==> config.mk <==
export PLATFORM = sky130hd
export DESIGN_NAME = dsi_dev_flat
export DESIGN_NICKNAME = d
export VERILOG_FILES = /design/src/dsi_pkg.sv /design/src/dsi_if.sv /design/src/dsi_dev.sv /design/src/flat_wrapper.sv
export SDC_FILE = /design/constraint.sdc
export NUM_CORES = 1
export LEC_CHECK = 0
export ABC_AREA = 1
export BUFFER_PORTS_ARGS = -buffer_cell sky130_fd_sc_hd__buf_2
export CORE_ASPECT_RATIO = 1.1
export CORE_UTILIZATION = 40
export CTS_CLUSTER_DIAMETER = 40
export CTS_CLUSTER_SIZE = 25
export DETAILED_ROUTE_END_ITERATION = 6
export PLACE_DENSITY = 0.7
export SKIP_CTS_REPAIR_TIMING = 1
export SLEW_MARGIN = 40
export SYNTH_ARGS = -nofsm -noshare
export SYNTH_HDL_FRONTEND = slang
export SYNTH_SLANG_ARGS = --single-unit
==> constraint.sdc <==
create_clock -name clk -period 4.1 [get_ports clk]
set_input_delay 0.41 -clock clk [delete_from_list [all_inputs] [get_ports clk]]
set_output_delay 0.41 -clock clk [all_outputs]
set_load 0.02 [all_outputs]
==> src/dsi_pkg.sv <==
package dsi_pkg;
  // ==========================================================
  // clock and timing
  localparam int CLK_PERIOD_PS      = 4000;
  localparam int INIT_WAIT_US       = 200;
  localparam int INIT_WAIT_CYC      = (INIT_WAIT_US * 1000000) / CLK_PERIOD_PS;
  localparam int MODE_GAP_CYC       = 2;
  localparam int MIN_REFRESH_CNT    = 2;
  localparam int SETTLE_CYC         = 200;
  localparam int ROW_CYCLE_NS       = 65;
  localparam int ROW_CYCLE_CYC      =
    (ROW_CYCLE_NS * 1000 + CLK_PERIOD_PS - 1) / CLK_PERIOD_PS;
  localparam int EXIT_SETUP_CYC     = 1;
  localparam int CNT_W              = 16;
  // ==========================================================
  // bus widths and field positions
  localparam int ADDR_W             = 13;
  localparam int BANK_W             = 2;
  localparam int DLL_OFF_BIT        = 0;
  localparam int DLL_RESET_BIT      = 8;
  localparam int BL_LSB             = 0;
  localparam int BT_BIT             = 3;
  localparam logic [1:0] BANK_MODE  = 2'h0;
  localparam logic [1:0] BANK_EXT   = 2'h1;
  localparam logic [2:0] BL_CODE_2  = 3'h1;
  localparam logic [2:0] BL_CODE_4  = 3'h2;
  localparam logic [2:0] BL_CODE_8  = 3'h3;
  localparam logic [ADDR_W-1:0] MODE_RESET_VAL = 13'h0000;
  // ==========================================================
  // commands as {cs_n, ras_n, cas_n, we_n}
  localparam logic [3:0] CMD_DESEL  = 4'h8;
  localparam logic [3:0] CMD_NOP    = 4'h7;
  localparam logic [3:0] CMD_PRE    = 4'h2;
  localparam logic [3:0] CMD_REF    = 4'h1;
  localparam logic [3:0] CMD_MODE   = 4'h0;
  localparam logic [3:0] CMD_ACT    = 4'h3;
  localparam logic [3:0] CMD_READ   = 4'h5;
  localparam logic [3:0] CMD_WRITE  = 4'h4;
  localparam int A10_BIT            = 10;
  // ==========================================================
  // controller software registers
  localparam logic [3:0] REG_CTRL   = 4'h0;
  localparam logic [3:0] REG_STATUS = 4'h1;
  localparam logic [3:0] REG_EMODE  = 4'h2;
  localparam logic [3:0] REG_MODE   = 4'h3;
  localparam int CTRL_START_BIT     = 0;
  localparam int CTRL_PD_BIT        = 1;
  localparam int CTRL_SR_BIT        = 2;
  localparam logic [ADDR_W-1:0] EMODE_RESET_VAL = 13'h0000;
  localparam logic [ADDR_W-1:0] MODE_INIT_VAL   = 13'h0032;

  typedef enum logic [2:0] {
    DSI_DEV_POWERUP, DSI_DEV_IDLE, DSI_DEV_MODEGAP, DSI_DEV_PD,
    DSI_DEV_SR, DSI_DEV_SREXIT, DSI_DEV_SUSP
  } dsi_dev_e;
endpackage : dsi_pkg

==> src/dsi_if.sv <==
`timescale 1ns/10ps
`default_nettype none
interface dsi_if;
  logic        cke;
  logic [3:0]  cmd;
  logic [12:0] addr;
  logic [1:0]  bank;
  logic        ready;
  logic        dll_on;
  modport dev  (input cke, cmd, addr, bank, output ready, dll_on);
  modport ctrl (output cke, cmd, addr, bank, input ready, dll_on);
endinterface : dsi_if
`default_nettype wire

==> src/dsi_dev.sv <==
`timescale 1ns/10ps
`default_nettype none
module dsi_dev (
  input  wire logic        clk,
  input  wire logic        resetn,
  dsi_if.dev               lnk,
  input  wire logic [2:0]  beat,
  output logic [2:0]       col_low,
  output logic             dev_ready,
  output logic             dll_enabled,
  output logic [12:0]      mode_value
);
  typedef struct packed {
    dsi_pkg::dsi_dev_e      st;
    logic [dsi_pkg::CNT_W-1:0] cnt;
    logic                   cke_d;
    logic [12:0]            emode;
    logic [12:0]            mode;
    logic                   dll_rst;
    logic                   ready;
    logic [2:0]             col;
    logic [2:0]             start;
    logic                   dll;
    dsi_pkg::dsi_dev_e      susp_st;
  } dsi_dev_s;

  dsi_dev_s s_reg;
  dsi_dev_s s_next;

  // ==========================================================
  // burst column order
  function automatic logic [2:0] col_of(input logic [2:0] st,
                                        input logic [2:0] bt,
                                        input logic       ilv,
                                        input logic [2:0] blc);
    logic [2:0] msk;
    logic [2:0] raw;
    msk = (blc == dsi_pkg::BL_CODE_2) ? 3'h1 :
          (blc == dsi_pkg::BL_CODE_4) ? 3'h3 : 3'h7;
    raw = ilv ? (st ^ bt) : 3'(st + bt);
    col_of = (st & ~msk) | (raw & msk);
  endfunction : col_of

  // ==========================================================
  // command decode, shared by power-up and idle handling
  function automatic logic is_cmd(input logic       ck,
                                  input logic [3:0] c,
                                  input logic [3:0] want);
    is_cmd = ck && (c == want);
  endfunction : is_cmd

  logic cke_fall;
  logic mode_cmd;
  logic ref_cmd;
  logic rw_cmd;
  // a falling clock gate is seen against the previous sample
  always_comb begin
    cke_fall = s_reg.cke_d && !lnk.cke;
    mode_cmd = is_cmd(lnk.cke, lnk.cmd, dsi_pkg::CMD_MODE);
    ref_cmd  = is_cmd(lnk.cke, lnk.cmd, dsi_pkg::CMD_REF);
    rw_cmd   = is_cmd(lnk.cke, lnk.cmd, dsi_pkg::CMD_READ) ||
               is_cmd(lnk.cke, lnk.cmd, dsi_pkg::CMD_WRITE);
  end

  // ==========================================================
  // state update
  always_comb begin
    s_next = s_reg;
    s_next.cke_d = lnk.cke;
    if (s_reg.cnt != '0) begin
      s_next.cnt = s_reg.cnt - 1'b1;
    end
    case (s_reg.st)
      dsi_pkg::DSI_DEV_POWERUP: begin
        if (mode_cmd) begin
          if (lnk.bank == dsi_pkg::BANK_MODE) begin
            s_next.mode = lnk.addr;
            s_next.dll_rst = 1'b1;
          end else if (lnk.bank == dsi_pkg::BANK_EXT) begin
            s_next.emode = lnk.addr;
          end
        end
        if (ref_cmd) begin
          s_next.cnt = dsi_pkg::CNT_W'(dsi_pkg::SETTLE_CYC);
          s_next.dll_rst = 1'b0;
        end else if (s_reg.cnt == 16'h0001) begin
          s_next.st = dsi_pkg::DSI_DEV_IDLE;
          s_next.ready = 1'b1;
        end
      end
      dsi_pkg::DSI_DEV_IDLE: begin
        if (cke_fall) begin
          if (lnk.cmd == dsi_pkg::CMD_REF) begin
            s_next.st = dsi_pkg::DSI_DEV_SR;
          end else begin
            s_next.st = dsi_pkg::DSI_DEV_PD;
          end
          s_next.ready = 1'b0;
        end else if (mode_cmd) begin
          if (lnk.bank == dsi_pkg::BANK_EXT) begin
            s_next.emode = lnk.addr;
          end else if (lnk.bank == dsi_pkg::BANK_MODE) begin
            s_next.mode = lnk.addr;
          end
          s_next.st = dsi_pkg::DSI_DEV_MODEGAP;
          s_next.cnt = dsi_pkg::CNT_W'(dsi_pkg::MODE_GAP_CYC - 1);
          s_next.ready = 1'b0;
        end else if (rw_cmd) begin
          s_next.start = lnk.addr[2:0];
        end
      end
      dsi_pkg::DSI_DEV_MODEGAP: begin
        if (cke_fall) begin
          s_next.susp_st = s_reg.st;
          s_next.st = dsi_pkg::DSI_DEV_SUSP;
        end else if (s_reg.cnt <= 16'h0001) begin
          s_next.st = dsi_pkg::DSI_DEV_IDLE;
          s_next.ready = 1'b1;
        end
      end
      dsi_pkg::DSI_DEV_PD: begin
        if (lnk.cke) begin
          s_next.st = dsi_pkg::DSI_DEV_IDLE;
          s_next.ready = 1'b1;
        end
      end
      dsi_pkg::DSI_DEV_SUSP: begin
        // clock stopped, so the mode-gap or self-refresh exit count freezes
        s_next.cnt = s_reg.cnt;
        if (lnk.cke) begin
          s_next.st = s_reg.susp_st;
        end
      end
      dsi_pkg::DSI_DEV_SR: begin
        if (lnk.cke) begin
          s_next.st = dsi_pkg::DSI_DEV_SREXIT;
          s_next.cnt = dsi_pkg::CNT_W'(dsi_pkg::ROW_CYCLE_CYC);
        end
      end
      dsi_pkg::DSI_DEV_SREXIT: begin
        if (cke_fall) begin
          s_next.susp_st = s_reg.st;
          s_next.st = dsi_pkg::DSI_DEV_SUSP;
        end else if (s_reg.cnt <= 16'h0001) begin
          s_next.st = dsi_pkg::DSI_DEV_IDLE;
          s_next.ready = 1'b1;
        end
      end
      default: begin
        s_next.st = dsi_pkg::DSI_DEV_POWERUP;
      end
    endcase
    s_next.col = col_of(s_reg.start, beat, s_reg.mode[dsi_pkg::BT_BIT],
                        s_reg.mode[2:0]);
    s_next.dll = !s_next.emode[dsi_pkg::DLL_OFF_BIT] && !s_next.dll_rst;
  end

  always_ff @(posedge clk or negedge resetn) begin
    if (!resetn) begin
      s_reg <= '{st: dsi_pkg::DSI_DEV_POWERUP, cnt: '0, cke_d: 1'b0,
                 emode: dsi_pkg::EMODE_RESET_VAL,
                 mode: dsi_pkg::MODE_RESET_VAL, dll_rst: 1'b0,
                 ready: 1'b0, col: 3'h0, start: 3'h0,
                 dll: !dsi_pkg::EMODE_RESET_VAL[dsi_pkg::DLL_OFF_BIT],
                 susp_st: dsi_pkg::DSI_DEV_POWERUP};
    end else begin
      s_reg <= s_next;
    end
  end

  // ==========================================================
  // outputs
  assign col_low     = s_reg.col;
  assign dev_ready   = s_reg.ready;
  assign mode_value  = s_reg.mode;
  assign dll_enabled = s_reg.dll;
  assign lnk.ready   = s_reg.ready;
  assign lnk.dll_on  = s_reg.dll;
endmodule : dsi_dev
`default_nettype wire

==> src/flat_wrapper.sv <==
// flat-port wrapper written by rule: the top's interface ports become plain ports
module dsi_dev_flat 
  (clk, resetn, beat, col_low, dev_ready, dll_enabled, mode_value, lnk_cke, lnk_cmd, lnk_addr, lnk_bank, lnk_ready, lnk_dll_on);
  dsi_if lnk_i ();
  input  wire logic clk;
  input  wire logic resetn;
  input  wire logic [2:0] beat;
  output logic [2:0] col_low;
  output logic dev_ready;
  output logic dll_enabled;
  output logic [12:0] mode_value;
  input wire logic [$bits(lnk_i.cke)-1:0] lnk_cke;
  input wire logic [$bits(lnk_i.cmd)-1:0] lnk_cmd;
  input wire logic [$bits(lnk_i.addr)-1:0] lnk_addr;
  input wire logic [$bits(lnk_i.bank)-1:0] lnk_bank;
  output wire logic [$bits(lnk_i.ready)-1:0] lnk_ready;
  output wire logic [$bits(lnk_i.dll_on)-1:0] lnk_dll_on;
  assign lnk_i.cke = lnk_cke;
  assign lnk_i.cmd = lnk_cmd;
  assign lnk_i.addr = lnk_addr;
  assign lnk_i.bank = lnk_bank;
  assign lnk_ready = lnk_i.ready;
  assign lnk_dll_on = lnk_i.dll_on;
  dsi_dev u_core (.clk(clk), .resetn(resetn), .lnk(lnk_i), .beat(beat), .col_low(col_low), .dev_ready(dev_ready), .dll_enabled(dll_enabled), .mode_value(mode_value));
endmodule
After elaboration in Yosys (flattened, before gate mapping)
Cells that the tools add are included.
Operators by class
  reduce and logical (&&, ||, !) cells: 23
  bitwise operators: 7
  mux-type cells: 37
  add/subtract/negate cells: 2
  equality and inequality tests: 29
  order comparisons: 1
Operators with widths (number)
  $pmux W16 S4: 1
  $mux W13: 4
  $mux W26: 2
  $pmux W26 S2: 1
  $mux W16: 3
  $mux W19: 2
  $mux W3: 11
  $mux W27: 1
  $reduce_and A7 Y1: 3
  $pmux W3 S6: 1
  $eq A16 B1 Y1 const B: 1
  $le A16 B1 Y1 const B: 1
  $ne A2 B2 Y1 const B: 8
  $reduce_bool A16 Y1: 1
  $sub A16 B1 Y16 const B: 1
  $mux W14: 1
  $ne A2 B1 Y1 const B: 6
  $eq A3 B2 Y1 const B: 3
  $eq A3 B3 Y1 const B: 3
  $mux W1: 9
  $eq A4 B3 Y1 const B: 2
  $and A3 B3 Y3: 2
  $eq A3 B1 Y1 const B: 2
  $logic_and A1 B1 Y1: 6
  other kinds (20): 24
Storage, ports and cells
  input bits: 25
  logic and storage cells: 111
  bits in registers: 58
  output and inout port bits: 20

Longest topological paths before layout
Gate-level depths: netlist (run 1).
  depth in word-level cells: 8
  gate-level depth with buffers: 11
  depth with buffers taken out: 11

Least setup slack after synthesis (run 1)
OpenSTA, ideal clock, no wires.
  kind: input to register
  from: in lnk_cmd[3]
  to: reg u_core.s_reg, in the netlist u_core.mode_value[10]
  library setup time: 122 ps
  path slack: 2550 ps
  required time: 3978 ps
  buffers on the path: 1
  arrival time: 1429 ps
  cell stages on the path: 7
  path through: nor2_1 -> nand4_2 -> a211oi_4 -> inv_4 -> buf_6 -> nand2_1 -> o21ai_1
Between the ends
  word-level cells in the longest chain between the ends: 4
  elaborated cells on any way between the ends: 5
  those cells by class: eq/ne (2); reduce/logical (3)
RTL lines
  start, declared: line flat_wrapper.sv:13  | input wire logic [$bits(lnk_i.cmd)-1:0] lnk_cmd;
  $logic_not A4 Y1 *: line dsi_dev.sv:49  | is_cmd = ck && (c == want);
  $logic_and A1 B1 Y1 *: line dsi_dev.sv:49
  $ne A2 B1 Y1 (no line)
  $reduce_and A7 Y1 (no line) *
  end signal, assigned: line dsi_dev.sv:160  | s_reg <= '{st: dsi_pkg::DSI_DEV_POWERUP, cnt: '0, cke_d: 1'b0,
  end signal, assigned: line dsi_dev.sv:167  | s_reg <= s_next;
  end, declared: line dsi_dev.sv:27  | dsi_dev_s s_reg;
Every way passes the cells marked *; elsewhere a longest branch is shown, timed or not.
A chain may end at the register's enable or synchronous reset.

Final worst setup path (run 1)
  from: reg u_core.s_reg[39] in the netlist's numbering
  to: reg u_core.s_reg[52] in the netlist's numbering
Between the ends
  word-level cells in the longest chain between the ends: 5
  elaborated cells on any way between the ends: 8
  those cells by class: add/sub (1); mux (6); reduce/logical (1)
RTL lines
  $sub A16 B1 Y16 or $reduce_bool A16 Y1 (tied branches): line dsi_dev.sv:71, dsi_dev.sv:70
  $mux W16 *: line dsi_dev.sv:70  | if (s_reg.cnt != '0) begin
  $mux W19: line dsi_dev.sv:99  | end else if (mode_cmd) begin
  $mux W16: line dsi_dev.sv:92  | if (cke_fall) begin
  $pmux W16 S4 *: line dsi_dev.sv:73  | case (s_reg.st)
Every way passes the cells marked *; elsewhere a longest branch is shown, timed or not. The select of a mux whose other input is x is not followed.

==> results.cfg, run 1 <==
[status]
status = complete, no violations

[placement]
place_ws_ns = 2.239
gp_congestion = 0.8737
numPortBuffers = 44
hpwl_um = 4325

[yosys]
ys.warnings.count = 0
synth.avg_cell_area_um2 = 7.692
synth_edf_count = 0
synthTopCellsByCount = nand2_1 (94), dfrtp_1 (45), nor2_1 (42)
syn_area_um2 = 2815
yosysTopAreaCell = dfrtp_1
synth_seq_cells = 46
synth_fp_nets = 397
synth_most_common_cell = nand2_1
synth.area.top_cells = dfrtp_1 (40%), nand2_1 (13%), nand3_1 (6.9%)
postSynthCellCount = 366
synthArstFlopShare_pct = 100.0
ys.flop_type = dfrtp_1
ys_seq_area_share_pct = 40.93
synth_top_cell_area_share_pct = 40.00
synth_cell_types = 40

[layout]
nFillCells = 664
seqCellArea_um2 = 1152
drive_gt1_share_pct = 19.54
num_antenna_cells = 0
multi_input_area_um2 = 1300
nets = 424
final_util_pct = 46.17
largest_reg_flops = 28
area_growth_pct = 10.04

[worst_setup_path]
cp_max_fo = 14
r2r-end = u_core.s_reg[52]
critPathKind = reg2reg
cp.arrival_ns = 2.08
reg2reg_from = u_core.s_reg[39]
critPathCaptureType = register
worstSetupStartpointType = register
crit_required_ns = 4.29
crit_start = u_core.s_reg[39]
r2r_slack_ns = 2.21
ff2ff_path_depth = 10
worstSetupEndpoint = u_core.s_reg[52]

[timing]
tns_ns = 0
min_period_ns = 1.888
fin_skew_ns = 0.002218
slew_violations = 0
finalHoldViolCount = 0
fin_ws_ns = 2.212
period_share_pct = 46.05
tightest_slew_ns = 0.5632
relSlewSlack_pct = 62.45
setup_viol = 0
grt_setup_unrepaired = no
max_freq_mhz = 529.6

[clock_network]
htreeDepth = 2
cts_sinks = 46
clk_pin_slew_ns = 0.08
clk_latency_ns = 0.30
tritoncts = yes
cts_root_buf = clkbuf_8
cts_buffer_depth = 2
cts_inserted_buffers = 5

[global_route]
antenna_found_initial = 0
grt_pass1_wl_um = 9515
grt_pass1_vias = 2202
track_usage_pct = 16.39
overflow = 0
grt_max_degree = 47

[drt]
firstDrtPassIters = 4
vias_per_cell = 5.023
wl_per_cell_um = 11.84
drt_iter0_markers = 103
route.antenna.remaining_nets = 0
vias = 2391
drt-total-wl_um = 5635
drc = 0

[die]
rows = 31
start_util_pct = 41.95
dieArea_um2 = 7378
core_um2 = 6710
dieHeight_um = 89.99
fp.dieW_um = 81.99
io_pins = 45

[min_path]
worstHoldPathType = in2async

[power_and_ir_drop]
ir_drop_mv = 0.2753
power.density_nw_per_um2 = 674.9
cellLeakagePower_nw = 1.672
p_total_mw = 2.091

[flow_run]
cap_viol_max_count = 0
==> layer usage <==
metal | routed length [µm] | vias to the layer above | GRT usage (%) | share of wire, %
li1 | - | 1209 | - | -
met1 | 2538 | 1104 | 19.91 | 45
met2 | 2701 | 66 | 27.41 | 48
met3 | 271 | 12 | 3.452 | 4.8
met4 | 123 | 0 | 6.725 | 2.2
met5 | 0 | - | 0 | 0
==> worst min path at each step <==
stage	end	startpoint	cells past startpoint	slack, ns
3_5_place_dp	u_core.mode_value[11]	resetn	1	0.45
2_1_floorplan	u_core.col_low[0]	resetn	0	0.11
4_1_cts	u_core.mode_value[11]	resetn	1	0.11
3_3_place_gp	u_core.col_low[2]	u_core.s_reg[6]	1	0.45
6_report	u_core.mode_value[10]	resetn	1	0.09
5_1_grt	u_core.mode_value[10]	resetn	1	0.14
==> placed cells by master (no fill, tap or decap), drive strengths merged <==
cell / Yosys / final
a21oi: 8 / 8
ha: 5 / 5
dfrtp: 45 / 45
and3: 1 / 1
clkbuf: 1 / 6
buf: 23 / 44
inv: 41 / 41
mux2: 2 / 2
o21ai: 18 / 18
o21bai: 1 / 1
xnor2: 1 / 1
nand2: 97 / 97
nand4: 12 / 12
nor2: 45 / 45
nor3: 5 / 5
bufinv: 1 / 3
or2: 1 / 1
fa: 1 / 1
a211oi: 3 / 3
dfstp: 1 / 1
clkinv: 1 / 1
a21boi: 1 / 1
xor2: 6 / 6
nand3: 43 / 43
nor4: 2 / 2
o21a: 1 / 1
==> stage by stage <==
stage,hold WS [ns],area [µm²],std cells
2_1_floorplan,0.1144,2815,366
3_3_place_gp,0.4471,2953,468
3_5_place_dp,0.4492,2955,468
4_1_cts,0.1103,3098,476
5_1_grt,0.1364,3098,476
6_report,0.09013,3098,476
==> cell type report <==
cell class | instances | share of cell area (%)
Clock inverter | 2 | 1.939
Multi-Input combinational cell | 253 | 41.96
Tap cell | 82 | 3.312
Inverter | 43 | 5.735
Timing Repair Buffer | 44 | 7.189
Sequential cell | 46 | 37.20
Clock buffer | 6 | 2.666
==> critical path, stage by stage, from the launching register on <==
cell and delay [ns]:
dfrtp_1 0.37, inv_1 0.11, ha_1 0.22, nand2_1 0.06
nor2_1 0.04, nand2_1 0.36, nand3_2 0.15, nor2_1 0.23
nand3_1 0.11, nand2_1 0.07, nor2_1 0.04
==> power breakdown <==
group | switching, mW | internal, mW
Sequential | 0.119 | 0.592
Clock | 0.156 | 0.260
Combinational | 0.624 | 0.339
==> cells by family (layout without fill, tap and decap cells) <==
kind of cell	Yosys count	after routing	share of synthesized area (%)
xor gates and xnor gates	7	7	2.178
muxes	2	2	0.7999
buffers and inverters	67	95	12.89
and+or+nand+nor	206	206	33.33
DFF	46	46	40.93
AOI/OAI and AO/OA	32	32	6.934
adders and majority gates	6	6	2.933
Power figures use the tool's default switching activity.
==> inputs of run 2 (changes only) <==
--- a/config.mk
+++ b/config.mk
@@ -5,14 +5,14 @@
 export SDC_FILE = /design/constraint.sdc
 export NUM_CORES = 1
 export LEC_CHECK = 0
-export ABC_AREA = 1
+export ABC_AREA = 0
 export BUFFER_PORTS_ARGS = -buffer_cell sky130_fd_sc_hd__buf_2
 export CORE_ASPECT_RATIO = 1.1
 export CORE_UTILIZATION = 40
 export CTS_CLUSTER_DIAMETER = 40
 export CTS_CLUSTER_SIZE = 25
 export DETAILED_ROUTE_END_ITERATION = 6
-export PLACE_DENSITY = 0.7
+export PLACE_DENSITY = 0.72
 export SKIP_CTS_REPAIR_TIMING = 1
 export SLEW_MARGIN = 40
 export SYNTH_ARGS = -nofsm -noshare
==> constraint.sdc (replaced) <==
create_clock -name clk -period 1.6 [get_ports clk]
set_input_delay 0.16 -clock clk [delete_from_list [all_inputs] [get_ports clk]]
set_output_delay 0.16 -clock clk [all_outputs]
set_load 0.02 [all_outputs]
==> results.cfg, run 2 <==
[yosys]
ys.warnings.count = 0
synth_top_cell_area_share_pct = 40.67
ys_seq_area_share_pct = 41.62
syn_area_um2 = 2769
synthTopCellsByCount = dfrtp_1 (45), nor2_1 (22), buf_4 (20)
synth_cell_types = 65
synth.area.top_cells = dfrtp_1 (41%), mux2_2 (6.1%), buf_4 (5.4%)
synth_fp_nets = 303
yosysTopAreaCell = dfrtp_1
synth_seq_cells = 46
synthArstFlopShare_pct = 100.0
synth_most_common_cell = dfrtp_1
synth.avg_cell_area_um2 = 10.18
synth_edf_count = 0
ys.flop_type = dfrtp_1
postSynthCellCount = 272

[global_route]
grt_pass1_wl_um = 9446
antenna_found_initial = 0
overflow = 0
grt_pass1_vias = 2133
grt_max_degree = 47
track_usage_pct = 16.98

[die]
io_pins = 45
fp.dieW_um = 81.33
rows = 31
start_util_pct = 41.75
dieHeight_um = 89.26
core_um2 = 6633
dieArea_um2 = 7260

[power_and_ir_drop]
p_int_mw = 3.880
seqPwrFrac_pct = 29.6
p_total_mw = 6.437
combPwrFrac_pct = 58.9
power_switching_mw = 2.557
ir_drop_mv = 0.7912
swShare_pct = 39.72
cellLeakagePower_nw = 1.777
power.density_nw_per_um2 = 1704
p_clk_share_pct = 11.6

[drt]
vias_per_cell = 5.300
firstDrtPassIters = 4
route.antenna.remaining_nets = 0
vias = 2369
wl_per_cell_um = 14.71
drc = 0
drt-total-wl_um = 6575
drt_iter0_markers = 92

[placement]
placed_cells = 436
place_ws_ns = -0.5065
numPortBuffers = 44
gp_congestion = 0.8055
hpwl_um = 4647

[timing]
grt_setup_unrepaired = yes
setup_viol = 35
finalHoldViolCount = 0
period_share_pct = 132.2
min_period_ns = 2.116
fin_skew_ns = 0.01642
max_freq_mhz = 472.7
relSlewSlack_pct = 74.44
tightest_slew_ns = 0.3781
slew_violations = 0
fin_ws_ns = -0.5156

[min_path]
worstHoldPathType = in2reg

[flow_run]
cap_viol_max_count = 0

[layout]
layout_commonest_cell = buf_4
drive_gt1_share_pct = 51.78
nFillCells = 546
nets = 395
final_cell_mix = buf_4 (66), dfrtp_1 (45), buf_2 (44)
num_antenna_cells = 0
largest_reg_flops = 28
fin_cells = 447
area_growth_pct = 36.42

[worst_setup_path]
critPathCaptureType = register
worstSetupStartpointType = register
slowest_stage = or4_4
cp.arrival_ns = 2.32
critPathKind = reg2reg
cp_slowest_stage_delay_ns = 0.57
path_cells = or4_4 > nor3_4 > o2111ai_2 > a211o_2 > mux2_4
r2r_slack_ns = -0.52
crit_buf_inv = 0
crit_required_ns = 1.81
path_delay_family = simple AND/OR/NAND/NOR gates
cp_max_fo = 3

[clock_network]
clk_pin_slew_ns = 0.10
cts_root_buf = clkbuf_8
cts_sinks = 46
tritoncts = yes
cts_buffer_depth = 2
cts_inserted_buffers = 5
clk_latency_ns = 0.32
htreeDepth = 2

[status]
status = complete, but fails checks
violations = negative setup slack
## run 2: cell types whose count changed in the layout (fill, tap and decap cells not counted), sizes merged, moves of 4 or more
cell,before,now
nand4,12,3
nor3,5,11
nand2,97,15
a21oi,8,18
inv,41,7
nor2,45,22
xnor2,1,6
nand3,43,7
nor4,2,8
buf,44,115
mux2,2,18
o21ai,18,12
or3,0,4
## run 2: logic make-up after synthesis
kind of cell    Yosys count  share of synthesized area (%)
simple gates             97                          21.15
buf+inv                  37                          8.902
fa+ha+maj                 6                          2.982
xor+xnor                 11                          3.479
mux                      21                          8.676
compound gates           54                          13.20
flops                    46                          41.62
## run 2: worst paths after layout
path	cells after the start	startpoint	to
worst min-delay path	2	beat[0]	u_core.col_low[0]
min in group asynchronous	3	resetn	u_core.s_reg[2]
max in group asynchronous	3	resetn	u_core.dll_enabled
worst min register to register	1	u_core.s_reg[6]	u_core.col_low[2]
worst max-delay path	5	u_core.s_reg[50]	u_core.s_reg[57]
worst max register to register	5	u_core.s_reg[50]	u_core.s_reg[57]
## run 2: layout make-up
class,instances,area (µm²),share of cell area [%]
clock buffer,5,68.82,1.822
clock inverter,3,23.77,0.6293
inverter,6,22.52,0.5962
multi-input combinational,189,1590,42.10
sequential,46,1152,30.51
tap,82,102.6,2.716
timing repair buffer,116,817.0,21.63
## run 2: worst reg2reg max path, cell delays in order (launching register included)
cell and delay, ns:
dfrtp_1 0.39, or4_4 0.58, nor3_4 0.21, o2111ai_2 0.15, a211o_2 0.40, mux2_4 0.31
## run 2: layer usage
metal  GRT usage [%]  vias up  wire, µm
li1                -     1146         -
met4           7.468        0       165
met3           2.755       18       282
met2           26.59       64      3089
met5               0        -         0
met1           23.04     1141      3039
## run 2: through the flow
stage                     area, µm²  hold WS [ns]  utilization [%]  TNS (ns)
after CTS                      3610       -0.1785            54.42    -7.211
final                          3777       0.05918            56.95    -7.315
after detailed placement       3517        0.1648            53.03    -7.363
after global routing           3777       0.06746            56.95    -10.20
after global placement         3517        0.1613            53.03    -6.420
after floorplan                2875       -0.1356                -    -2.676
## run 2: power by group through the flow
stage               clock, mW  combinational, mW  sequential, mW
global route            0.799               4.11            1.94
CTS                     0.763               3.42            1.89
detailed placement          0               3.41            1.91
global placement            0               3.33            1.88
finish                  0.744               3.79            1.90
floorplan                   0               2.10            1.98
==> inputs of run 3 (changes only) <==
--- a/config.mk
+++ b/config.mk
@@ -5,7 +5,7 @@
 export SDC_FILE = /design/constraint.sdc
 export NUM_CORES = 1
 export LEC_CHECK = 0
-export ABC_AREA = 0
+export ABC_AREA = 1
 export BUFFER_PORTS_ARGS = -buffer_cell sky130_fd_sc_hd__buf_2
 export CORE_ASPECT_RATIO = 1.1
 export CORE_UTILIZATION = 40
==> results.cfg, run 3 (same netlist as run 1, synthesis figures left out) <==
[status]
status = complete, no violations

[clock_network]
cts_root_buf = clkbuf_8
clk_pin_slew_ns = 0.09
cts_inserted_buffers = 5
tritoncts = yes
cts_buffer_depth = 2
htreeDepth = 2
clk_latency_ns = 0.31
cts_sinks = 46

[worst_setup_path]
worstSetupStartpointType = register
path_delay_family = buffers and inverters
ff2ff_path_depth = 8
critPathCaptureType = register
slowest_stage = dfrtp_1
path_cells = buf_4 > nor2_4 > nand2_4 > a211oi_4 > buf_6 > buf_6 > nand3_1 > o21ai_1
cp.arrival_ns = 1.80
worst-path-stages = 8
cp_max_fo = 7
critPathKind = reg2reg
crit_buf_inv = 3
crit_required_ns = 1.83
cp_common_cell = buf_6
cp_slowest_stage_delay_ns = 0.41

[die]
core_um2 = 6710
dieHeight_um = 89.99
start_util_pct = 41.95
io_pins = 45
dieArea_um2 = 7378
rows = 31
fp.dieW_um = 81.99

[drt]
drt-total-wl_um = 6894
wl_met1_um = 3051
wl_met2_um = 3467
met3_length_um = 269
highest_layer = met4
drt_iter0_markers = 180
route.antenna.remaining_nets = 0
vias = 2627
wl_per_cell_um = 13.08
drc = 0
firstDrtPassIters = 4
vias_per_cell = 4.985

[timing]
relSlewSlack_pct = 70.20
hold_ws_ns = 0.06287
finalHoldViolCount = 0
tns_ns = 0
tightest_slew_ns = 0.4470
fin_ws_ns = 0.02543
period_share_pct = 98.41
min_period_ns = 1.575
grt_setup_unrepaired = yes
max_freq_mhz = 635.1
fin_skew_ns = 0.008160
slew_violations = 0
setup_viol = 0

[flow_run]
cap_viol_max_count = 0

[layout]
fin_cells = 527
num_antenna_cells = 0
largest_reg_flops = 28
area_growth_pct = 30.04
drive_gt1_share_pct = 37.98
layout_commonest_cell = nand2_1
final_area_um2 = 3661
nets = 475
final_cell_mix = nand2_1 (86), buf_2 (44), dfrtp_1 (43)

[placement]
placed_cell_area_um2 = 3236
hpwl_um = 4857
numPortBuffers = 44
place_ws_ns = -0.09815
gp_congestion = 0.9050
placed_cells = 504

[min_path]
worstHoldPathType = in2reg
hold_depth = 1

[global_route]
track_usage_pct = 18.63
grt_pass1_wl_um = 10720
grt_pass1_vias = 2451
grt_max_degree = 30
overflow = 0
antenna_found_initial = 0

[power_and_ir_drop]
cellLeakagePower_nw = 1.914
power.density_nw_per_um2 = 1712
ir_drop_mv = 0.7713
-- run 3: power breakdown --
part / total, mW / switching [mW] / internal (mW)
combinational: 3.75 / 2.13 / 1.62
clock: 0.719 / 0.412 / 0.307
sequential: 1.80 / 0.282 / 1.52
total: 6.27 / 2.82 / 3.45
-- run 3: cell type report --
type | count | area [µm²]
clock buffers | 5 | 68.82
well taps | 82 | 102.6
repair inverters | 1 | 6.256
inverters | 43 | 190.2
multi-input cells | 254 | 1495
repair buffers | 93 | 621.8
fillers | 608 | 3049
flip-flops and latches | 46 | 1155
clock inverters | 3 | 21.27
-- run 3: worst paths after layout --
path / slack, ns / start / end
hold reg to reg: 0.48 / u_core.s_reg[6] / u_core.col_low[2]
hold / removal: 0.06 / lnk_cke / u_core.s_reg[38]
setup reg to reg: 0.03 / u_core.s_reg[56] / u_core.mode_value[1]
setup / recovery: 0.03 / u_core.s_reg[56] / u_core.mode_value[1]
min in group asynchronous: 0.33 / resetn / u_core.s_reg[39]
max in group asynchronous: 0.70 / resetn / u_core.dll_enabled
-- run 3: through the flow --
step	power [mW]	util [%]
finish	6.269	54.56
global placement	4.701	48.22
floorplan	3.849	-
detailed placement	4.810	48.22
CTS	5.547	49.56
global route	6.802	54.56
-- run 3: metal layers --
layer / GRT usage (%) / up-vias
li1: - / 1316
met1: 22.97 / 1239
met2: 31.40 / 61
met3: 3.756 / 11
met4: 6.579 / 0
met5: 0 / -
